--- config.mk ---
export PLATFORM = sky130hd
export DESIGN_NAME = iso_rx_mask_fairness_link_ctrl
export DESIGN_NICKNAME = d
export VERILOG_FILES = /design/src/link_regs_pkg.sv /design/src/iso_rx_mask_fairness_link_ctrl.sv
export SDC_FILE = /design/constraint.sdc
export NUM_CORES = 1
export LEC_CHECK = 0
export BUFFER_PORTS_ARGS = -buffer_cell sky130_fd_sc_hd__clkbuf_2
export CAP_MARGIN = 10
export CORE_ASPECT_RATIO = 0.6
export CORE_MARGIN = 3
export CORE_UTILIZATION = 23
export DETAILED_ROUTE_END_ITERATION = 8
export PLACE_DENSITY = 0.47
export SLEW_MARGIN = 5
export SYNTH_ARGS = -nofsm -noshare
export SYNTH_HDL_FRONTEND = slang
export SYNTH_SLANG_ARGS = --single-unit
export TNS_END_PERCENT = 100
--- constraint.sdc ---
create_clock -name clk -period 1.8 [get_ports clk]
set_input_delay 0.27 -clock clk [delete_from_list [all_inputs] [get_ports clk]]
set_output_delay 0.27 -clock clk [all_outputs]
set_load 0.1 [all_outputs]
--- src/link_regs_pkg.sv ---
// constants and carriers for the receive-mask, fairness and link control slice
package link_regs_pkg;
    localparam logic [7:0] OFS_IRQ_ENABLE_SET = 8'hA8;
    localparam logic [7:0] OFS_IRQ_ENABLE_CLEAR = 8'hAC;
    localparam logic [7:0] OFS_FAIRNESS = 8'hDC;
    localparam logic [7:0] OFS_LINK_SET = 8'hE0;
    localparam logic [7:0] OFS_LINK_CLEAR = 8'hE4;
    localparam int RX_CHANNELS = 4;
    localparam int FAIR_W = 8;
    localparam logic [7:0] FAIRNESS_RESET = 8'h00;
    localparam int BIT_ROLL_SRC = 22;
    localparam int BIT_CYC_MASTER = 21;
    localparam int BIT_CYC_COUNT = 20;
    localparam int BIT_PHY_PKT = 10;
    localparam int BIT_SELF_ID = 9;
    // flag bits are undefined at reset; we choose zero
    localparam logic [3:0] MASK_RESET = 4'h0;
    localparam logic FLAG_RESET = 1'b0;
    localparam int LINK_CLK_KHZ = 24576;
    localparam int CYCLE_PERIOD_NS = 125000;
    localparam int CYCLE_TICKS = (CYCLE_PERIOD_NS / 1000) * LINK_CLK_KHZ / 1000;
    localparam int CYCLE_W = 12;

    typedef struct packed {
        logic rollover_source_select;
        logic cycle_start_generator_enable;
        logic cycle_offset_count_enable;
        logic accept_phy_layer_packets;
        logic accept_self_id_packets;
    } link_flags_t;

    typedef struct packed {
        logic rd;
        logic wr;
        logic [7:0] addr;
        logic [31:0] wdata;
    } reg_req_t;
endpackage : link_regs_pkg

--- src/iso_rx_mask_fairness_link_ctrl.sv ---
// receive irq mask, fairness limit and link control flags with cycle timer
// Functional notes
// - summary irq asserts only for events of channels whose enable bit is one
// - mask written via set and clear addresses; both read back the mask
// - channel enables in bits 3..0 aligned to event bits; upper bits zero
// - eight-bit field limits priority arbitration requests per fairness interval
// - fairness bits 31..8 ignore writes and read zero
// - fairness register at its own offset, resets to zero
// - link flags written through separate set and clear addresses
// - flags at 22,21,20,10,9; others read zero
// - rollover from external input when selected, else every 3072 ticks
// - cycle master sends start on rollover when root; overrun clears it
// - cycle offset counts and rolls only while count enable set
// - flags 10 and 9 accept phy packets and self-id packets
module iso_rx_mask_fairness_link_ctrl
    import link_regs_pkg::*;
#(
    parameter int CHANNELS = RX_CHANNELS
) (
    input wire logic clk,
    input wire logic rst_n,
    input wire link_regs_pkg::reg_req_t req,
    output logic [31:0] rdata,
    output logic rdata_valid,
    input wire logic [CHANNELS-1:0] rx_event,
    input wire logic cycle_overrun_flag,
    input wire logic phy_is_root,
    input wire logic external_cycle_input,
    input wire logic link_tick,
    output logic iso_receive_summary_irq,
    output logic [7:0] priority_request_limit,
    output link_regs_pkg::link_flags_t flags,
    output logic [CYCLE_W-1:0] cycle_offset,
    output logic cycle_start_send
);
    import link_regs_pkg::*;

    logic [CHANNELS-1:0] mask;
    logic [FAIR_W-1:0] fairness;
    logic cyc_s1, cyc_s2, cyc_s3;
    logic roll;
    logic [31:0] next_rdata;

    wire wr_mask_set = req.wr && req.addr == OFS_IRQ_ENABLE_SET;
    wire wr_mask_clr = req.wr && req.addr == OFS_IRQ_ENABLE_CLEAR;
    wire wr_link_set = req.wr && req.addr == OFS_LINK_SET;
    wire wr_link_clr = req.wr && req.addr == OFS_LINK_CLEAR;

    generate
        for (genvar i = 0; i < CHANNELS; i++) begin : g_mask
            always_ff @(posedge clk) begin
                if (!rst_n) begin
                    mask[i] <= MASK_RESET[0];
                end else if (wr_mask_set && req.wdata[i]) begin
                    mask[i] <= 1'b1;
                end else if (wr_mask_clr && req.wdata[i]) begin
                    mask[i] <= 1'b0;
                end
            end
        end
    endgenerate

    always_ff @(posedge clk) begin
        if (!rst_n) begin
            iso_receive_summary_irq <= 1'b0;
        end else begin
            iso_receive_summary_irq <= |(rx_event & mask);
        end
    end

    always_ff @(posedge clk) begin
        if (!rst_n) begin
            fairness <= FAIRNESS_RESET;
        end else if (req.wr && req.addr == OFS_FAIRNESS) begin
            fairness <= req.wdata[FAIR_W-1:0];
        end
    end

    always_ff @(posedge clk) begin
        if (!rst_n) begin
            priority_request_limit <= FAIRNESS_RESET;
        end else begin
            priority_request_limit <= fairness;
        end
    end

    always_ff @(posedge clk) begin
        if (!rst_n) begin
            flags <= '{default: FLAG_RESET};
        end else begin
            if (wr_link_set && req.wdata[BIT_ROLL_SRC]) begin
                flags.rollover_source_select <= 1'b1;
            end else if (wr_link_clr && req.wdata[BIT_ROLL_SRC]) begin
                flags.rollover_source_select <= 1'b0;
            end
            if (wr_link_set && req.wdata[BIT_CYC_COUNT]) begin
                flags.cycle_offset_count_enable <= 1'b1;
            end else if (wr_link_clr && req.wdata[BIT_CYC_COUNT]) begin
                flags.cycle_offset_count_enable <= 1'b0;
            end
            if (wr_link_set && req.wdata[BIT_PHY_PKT]) begin
                flags.accept_phy_layer_packets <= 1'b1;
            end else if (wr_link_clr && req.wdata[BIT_PHY_PKT]) begin
                flags.accept_phy_layer_packets <= 1'b0;
            end
            if (wr_link_set && req.wdata[BIT_SELF_ID]) begin
                flags.accept_self_id_packets <= 1'b1;
            end else if (wr_link_clr && req.wdata[BIT_SELF_ID]) begin
                flags.accept_self_id_packets <= 1'b0;
            end
            // overrun clears master; hardware clear beats software set
            if (cycle_overrun_flag) begin
                flags.cycle_start_generator_enable <= 1'b0;
            end else if (wr_link_set && req.wdata[BIT_CYC_MASTER]) begin
                flags.cycle_start_generator_enable <= 1'b1;
            end else if (wr_link_clr && req.wdata[BIT_CYC_MASTER]) begin
                flags.cycle_start_generator_enable <= 1'b0;
            end
        end
    end

    // external input is asynchronous; third stage is only for edge detect
    always_ff @(posedge clk) begin
        if (!rst_n) begin
            cyc_s1 <= 1'b0;
            cyc_s2 <= 1'b0;
            cyc_s3 <= 1'b0;
        end else begin
            cyc_s1 <= external_cycle_input;
            cyc_s2 <= cyc_s1;
            cyc_s3 <= cyc_s2;
        end
    end

    always_comb begin
        if (!flags.cycle_offset_count_enable) begin
            roll = 1'b0;
        end else if (flags.rollover_source_select) begin
            roll = cyc_s2 && !cyc_s3;
        end else begin
            roll = link_tick && cycle_offset == CYCLE_W'(CYCLE_TICKS - 1);
        end
    end

    always_ff @(posedge clk) begin
        if (!rst_n) begin
            cycle_offset <= '0;
        end else if (roll) begin
            cycle_offset <= '0;
        end else if (flags.cycle_offset_count_enable && link_tick
                     && cycle_offset != CYCLE_W'(CYCLE_TICKS - 1)) begin
            cycle_offset <= cycle_offset + 1'b1;
        end
    end

    always_ff @(posedge clk) begin
        if (!rst_n) begin
            cycle_start_send <= 1'b0;
        end else begin
            cycle_start_send <= roll && flags.cycle_start_generator_enable && phy_is_root;
        end
    end

    always_comb begin
        next_rdata = '0;
        case (req.addr)
            OFS_IRQ_ENABLE_SET, OFS_IRQ_ENABLE_CLEAR: next_rdata[CHANNELS-1:0] = mask;
            OFS_FAIRNESS: next_rdata[FAIR_W-1:0] = fairness;
            OFS_LINK_SET, OFS_LINK_CLEAR: begin
                next_rdata[BIT_ROLL_SRC] = flags.rollover_source_select;
                next_rdata[BIT_CYC_MASTER] = flags.cycle_start_generator_enable;
                next_rdata[BIT_CYC_COUNT] = flags.cycle_offset_count_enable;
                next_rdata[BIT_PHY_PKT] = flags.accept_phy_layer_packets;
                next_rdata[BIT_SELF_ID] = flags.accept_self_id_packets;
            end
            default: next_rdata = '0;
        endcase
    end

    always_ff @(posedge clk) begin
        if (!rst_n) begin
            rdata <= '0;
            rdata_valid <= 1'b0;
        end else begin
            rdata <= req.rd ? next_rdata : '0;
            rdata_valid <= req.rd;
        end
    end

    property p_irq_gate;
        @(posedge clk) disable iff (!rst_n)
        1'b1 |=> iso_receive_summary_irq == $past(|(rx_event & mask));
    endproperty
    a_irq_gate: assert property (p_irq_gate) else $error("irq not gated by mask");

    property p_mask_set;
        @(posedge clk) disable iff (!rst_n)
        (wr_mask_set && req.wdata[0]) |=> mask[0];
    endproperty
    a_mask_set: assert property (p_mask_set) else $error("mask set failed");

    property p_mask_clr;
        @(posedge clk) disable iff (!rst_n)
        (wr_mask_clr && req.wdata[0] && !wr_mask_set) |=> !mask[0];
    endproperty
    a_mask_clr: assert property (p_mask_clr) else $error("mask clear failed");

    property p_mask_read;
        @(posedge clk) disable iff (!rst_n)
        (req.rd && req.addr == OFS_IRQ_ENABLE_CLEAR) |=> rdata[31:CHANNELS] == '0;
    endproperty
    a_mask_read: assert property (p_mask_read) else $error("mask upper bits set");

    property p_fair_read;
        @(posedge clk) disable iff (!rst_n)
        (req.rd && req.addr == OFS_FAIRNESS) |=> rdata[31:FAIR_W] == '0;
    endproperty
    a_fair_read: assert property (p_fair_read) else $error("fairness reserved bits");

    property p_fair_wr;
        @(posedge clk) disable iff (!rst_n)
        (req.wr && req.addr == OFS_FAIRNESS) |=> ##1 priority_request_limit == $past(req.wdata[7:0], 2);
    endproperty
    a_fair_wr: assert property (p_fair_wr) else $error("fairness limit wrong");

    property p_overrun;
        @(posedge clk) disable iff (!rst_n)
        cycle_overrun_flag |=> !flags.cycle_start_generator_enable;
    endproperty
    a_overrun: assert property (p_overrun) else $error("master not cleared");

    property p_halt;
        @(posedge clk) disable iff (!rst_n)
        !flags.cycle_offset_count_enable |=> $stable(cycle_offset);
    endproperty
    a_halt: assert property (p_halt) else $error("offset moved while off");

    property p_link_rd;
        @(posedge clk) disable iff (!rst_n)
        (req.rd && req.addr == OFS_LINK_SET) |=> rdata[8:0] == '0 && rdata[31:23] == '0;
    endproperty
    a_link_rd: assert property (p_link_rd) else $error("link reserved bits");

    c_irq: cover property (@(posedge clk) iso_receive_summary_irq);
    c_start: cover property (@(posedge clk) cycle_start_send);
    c_roll: cover property (@(posedge clk) roll && !flags.rollover_source_select);
endmodule : iso_rx_mask_fairness_link_ctrl

==> reports/summary.txt, run 1 <==
Layout cells sized above 1: 38.4%
Synth area leader: dfxtp_1
Final setup fails: 0
Worst setup EP type: register
Power density over the cells: 814 nW/µm²
CP max FO: 10
Die area: 11,000 µm²
R2r setup slk: 100 ps
LEAKAGE: 1.24 nW
Ports: 112
GRT Overall Usage: 11.1%
Post-route ant nets: 0
Clk_lat worst skew: 290 ps
Mapped Cells: 217
Routed len/inst: 13.7 µm
Fmax: 590 MHz
Number of CTS-inserted buffers: 5
Initial antenna violation count: 0
Non-filler cells, final: 440
Clock slew at reported path FFs: 70 ps
Sequential fraction of the synthesis area: 50.3%
Yosys top cell area share: 50.3%
Total gr overflow: 0
Worst reg2reg path depth: 5
Root Buffer: clkbuf_16
Worst EP arrival: 1870 ps
Hold-fix buffers, CTS: 0
DIE WIDTH: 133 µm
Max-slew headroom: 63.2%
DP HPWL: 4640 µm
Final Max Tran Viols: 0
Fillers: 959
TritonRoute pass-1 iters: 4
Nets: 362
Setup Skew: 1.91 ps
CP startpoint kind: register
Max clock buf depth: 2
Period minus WS final: 1700 ps
RR Endpoint: cycle_offset[11]
Largest net degree at the start of global routing: 19
Worst R2R Start: cycle_offset[10]
CTS sink count: 56
Residual DRC: 0
Initial core utilization: 24.0%
Ys async rst share: 0%
Pwr Total: 0.00249 W
FF+latch count, synth: 56
Max-cap violations: 0
Hold WC Path Type: input pin to register
Avg Cell Area, Syn: 10.3 µm²
Core area: 9290 µm²
P&R area growth vs syn: 37.0%
Worst Tran Pin Value: 555 ps
Kind of critical path: register to register
First-pass GRT wire length: 9340 µm
Status: finished clean
Die Ht: 82.3 µm
Hold path startpoint: cycle_overrun_flag
Min-Delay Path Depth: 2
Top cells by area, synth: dfxtp_1 50%, buf_4 6.7%, and2_1 6.2%
Hold EP: flags[3]
Routability cong.: 0.733
Row Count: 27
# diodes: 0
Post-synth cell types: 40
RSZ-0062 raised after global routing: false
Final setup TNS: 0 ps
Final WL: 6050 µm
H-tree Lvls: 2
Main flop type after synthesis: dfxtp_1
Critical Path RT: 1970 ps
DRT iter0 DRCs: 99
Port Buffer Count: 73
Number of synthesized flops with an enable pin: 0
CTS tree: yes
Vias in the first global route: 1,709
Via count: 1,849
Peak supply drop: 0.371 mV
Final Hold Fails: 0
Yosys warns: 0
Post-Synthesis Cell Area: 2230 µm²
Dpl cells: 429
Final period utilization: 94.2%
DR vias/cell: 4.20
-- synth_stat cells (all sizes together), types with 5 or more instances --
cell,number
a21oi,17
a311oi,8
and2,22
buf,20
dfxtp,56
mux2i,9
nand2,7
nand4,6
nor2,15
nor4,7
o31ai,5
-- final cells by class --
type                       count  area [µm²]  share of cell area, %
timing repair buffer          90         518                   17.0
inverter                       1        3.75                  0.123
tap                          130         163                   5.33
multi-input combinational    155        1060                   34.7
sequential                    56        1160                   38.1
clock buffer                   8         146                   4.79
-- per-layer routing --
layer / part of all wire [%] / wire [µm] / track usage [%] / up-vias
li1: - / - / - / 948
met1: 56 / 3370 / 17.0 / 837
met2: 37 / 2260 / 14.5 / 56
met3: 5.5 / 330 / 3.03 / 8
met4: 1.4 / 83 / 3.70 / 0
met5: 0 / 0 / 0 / -
-- logic make-up after synthesis --
logic type      synth area share [%]
buf+inv                         7.41
mux                             4.04
other cells                    0.168
xor+xnor                        1.96
compound gates                  13.5
fa+ha+maj                      0.561
simple gates                    22.1
flops                           50.3
-- cell usage in the layout (no fill, tap or decap), types with 2 or more instances in the layout --
master | netlist | routed
a22o_1 | 4 | 4
a22oi_1 | 2 | 2
mux2i_1 | 9 | 9
buf_12 | 0 | 2
a21oi_1 | 17 | 17
nand4b_1 | 2 | 2
nor2_1 | 15 | 15
o21ai_0 | 3 | 3
nor4_4 | 2 | 2
nor4_1 | 5 | 5
clkbuf_16 | 0 | 5
conb_1 | 1 | 19
nand4_1 | 6 | 6
o31ai_4 | 0 | 2
and2_1 | 22 | 22
nand2_1 | 7 | 7
dfxtp_2 | 0 | 2
or4_1 | 3 | 3
or3_1 | 4 | 3
o31ai_1 | 3 | 3
xnor2_1 | 4 | 4
clkbuf_2 | 0 | 73
buf_4 | 20 | 15
clkbuf_1 | 3 | 2
a311oi_1 | 8 | 8
dfxtp_1 | 56 | 43
dfxtp_4 | 0 | 11
-- what timing repair did --
item,4_1_cts,5_1_grt
gates resized for setup,0,1
endpoints found under the setup margin,0,5
setup buffers,0,3
-- power breakdown --
group / switching, W / internal [W]
logic: 0.000241 / 0.0000440
clock network: 0.000418 / 0.000556
registers: 0.00000151 / 0.00123
-- metrics by stage --
stage	util [%]	hold slack (ps)	area [µm²]	worst slack, ps
2_1_floorplan	-	346	2380	-2.60
3_3_place_gp	31.0	418	2880	99.2
3_5_place_dp	31.0	419	2880	83.2
4_1_cts	32.5	144	3020	61.5
5_1_grt	32.9	150	3050	2.85
6_report	32.9	159	3050	104
-- flip-flops by register name, indices dropped and copies added (netlist names) --
signal                   count
rdata                       13
cycle_offset                12
fairness                     8
priority_request_limit       8
flags                        5
mask                         4
cyc_s1                       1
cyc_s2                       1
cyc_s3                       1
cycle_start_send             1
iso_receive_summary_irq      1
rdata_valid                  1
-- worst max-delay path, stage by stage (launching register included) --
cell	delay, ps
dfxtp_2	340
nand4b_1	290
or3_4	460
o31ai_4	270
buf_12	170
a21oi_1	40
-- worst max path at each step --
stage | startpoint | end | slack (ps) | cells after the start
after floorplan | cycle_offset[1] | cycle_offset[11] | -3 | 6
after global placement | cycle_offset[10] | cycle_offset[0] | 100 | 5
after detailed placement | cycle_offset[10] | cycle_offset[0] | 80 | 5
after CTS | cycle_offset[10] | cycle_offset[0] | 60 | 5
after global routing | cycle_offset[10] | cycle_offset[9] | 3 | 5
final | cycle_offset[10] | cycle_offset[11] | 100 | 5
(Power assumes the default switching activity.)
==> inputs of run 2 (changes only) <==
Settings changed: CTS_BUF_LIST set to sky130_fd_sc_hd__clkbuf_16.
==> reports/summary.txt, run 2 (synthesis results as in run 1) <==
Int Pwr: 0.00177 W
Fillers: 960
GRT Overall Usage: 11.1%
WL met2: 2270 µm
LEAKAGE: 1.24 nW
Dpl cells: 429
DIE WIDTH: 133 µm
Final Max Tran Viols: 0
Status: finished clean
Max Used Layer: met4
Port Buffer Count: 73
Total net switching power: 0.000663 W
Max-slew headroom: 63.2%
Ports: 112
CP max FO: 10
Switching share of power: 27.2%
Worst EP arrival: 1870 ps
Critical Path RT: 1970 ps
Die Ht: 82.3 µm
RSZ-0062 raised after global routing: false
Total gr overflow: 0
Max-cap violations: 0
Number of CTS-inserted buffers: 5
Residual DRC: 0
Post-route ant nets: 0
Worst Tran Pin Value: 555 ps
Commonest non-fill, non-tap cell in the layout: clkbuf_2
Max clock buf depth: 2
Clk pwr share: 37.9%
Post-route setup slack: 104 ps
Setup Skew: 1.67 ps
Top Registers: rdata (13), cycle_offset (12)
Final WL: 6040 µm
Row Count: 27
Commonest non-fill, non-tap cells in the layout: 73 x clkbuf_2, 43 x dfxtp_1, 22 x and2_1
Clk_lat worst skew: 290 ps
Layout cells sized above 1: 38.4%
H-tree Lvls: 2
# diodes: 0
Core area: 9290 µm²
Root Buffer: clkbuf_16
CP max-delay cell: or3_4
Cell area after layout: 3040 µm²
Worst hold margin: 159 ps
CTS sink count: 56
Worst reg2reg path depth: 5
Fmax: 590 MHz
First-pass GRT wire length: 9340 µm
Critical path cell sequence: nand4b_1 > or3_4 > o31ai_4 > buf_12 > a21oi_1
Initial antenna violation count: 0
Via count: 1,852
Nets: 362
Hold-fix buffers, CTS: 0
DP HPWL: 4640 µm
Non-filler cells, final: 440
DR WL met3: 345 µm
Number of flip-flops under the largest register name: 13
Die area: 11,000 µm²
Period minus WS final: 1700 ps
Min-Delay Path Depth: 2
DRT iter0 DRCs: 99
Largest net degree at the start of global routing: 19
Reg power frac: 50.4%
P&R area growth vs syn: 36.5%
Clock slew at reported path FFs: 70 ps
M1 WL: 3340 µm
Final period utilization: 94.2%
TritonRoute pass-1 iters: 4
Combinational fraction of design power: 11.7%
Most flops, register: rdata
Hold WC Path Type: input pin to register
Worst setup EP type: register
Vias in the first global route: 1,709
Area after DPL: 2880 µm²
Final setup fails: 0
Power density over the cells: 800 nW/µm²
Routed len/inst: 13.7 µm
Initial core utilization: 24.0%
CP startpoint kind: register
CTS tree: yes
Slowest stage delay, CP: 460 ps
Final Hold Fails: 0
Peak supply drop: 0.371 mV
DR vias/cell: 4.21
Kind of critical path: register to register
Routability cong.: 0.733
Place WS: 83.2 ps
## run 2: through the flow
| stage | setup TNS [ps] | util (%) | total power, W |
|---|---|---|---|
| after floorplan | -5.46 | - | 0.00151 |
| after global placement | 0 | 31.0 | 0.00154 |
| after detailed placement | 0 | 31.0 | 0.00154 |
| after CTS | 0 | 32.4 | 0.00248 |
| after global routing | 0 | 32.8 | 0.00255 |
| final | 0 | 32.8 | 0.00244 |
## run 2: layer usage
layer  vias to the layer above  global-route usage (%)
li1                        945                       -
met1                       841                    17.0
met2                        58                    14.5
met3                         8                    3.03
met4                         0                    3.70
met5                         -                       0
## run 2: area by class of cell
| cell class | count | area, µm² | area share, % |
|---|---|---|---|
| repair buffers | 90 | 518 | 17.0 |
| multi-input cells | 155 | 1060 | 34.8 |
| inverters | 1 | 3.75 | 0.123 |
| flip-flops and latches | 56 | 1160 | 38.3 |
| clock inverters | 3 | 11.3 | 0.370 |
| well taps | 130 | 163 | 5.34 |
| clock buffers | 5 | 125 | 4.11 |
## run 2: critical path, delay by kind of cell (launching register included)
family / cells / cell delay [ps]
flops: 1 / 340
compound gates: 2 / 310
buf+inv: 1 / 170
simple gates: 2 / 750
## run 2: worst paths after layout
path / from / endpoint / slack [ps]
worst max register to register: cycle_offset[10] / cycle_offset[11] / 100
worst min-delay path: cycle_overrun_flag / flags[3] / 160
worst min register to register: cyc_s1 / cyc_s2 / 430
worst max-delay path: cycle_offset[10] / cycle_offset[11] / 100
## run 2: power groups by stage
stage / sequential [W] / clock [W] / combinational [W]
floorplan: 0.00127 / 0 / 0.000240
global placement: 0.00126 / 0 / 0.000286
detailed placement: 0.00126 / 0 / 0.000286
CTS: 0.00123 / 0.000965 / 0.000286
global route: 0.00123 / 0.00102 / 0.000298
finish: 0.00123 / 0.000923 / 0.000285
## run 2: repair_timing
action / CTS / global route
gates resized for setup: 0 / 1
setup buffers: 0 / 3
setup endpoints to repair: 0 / 5
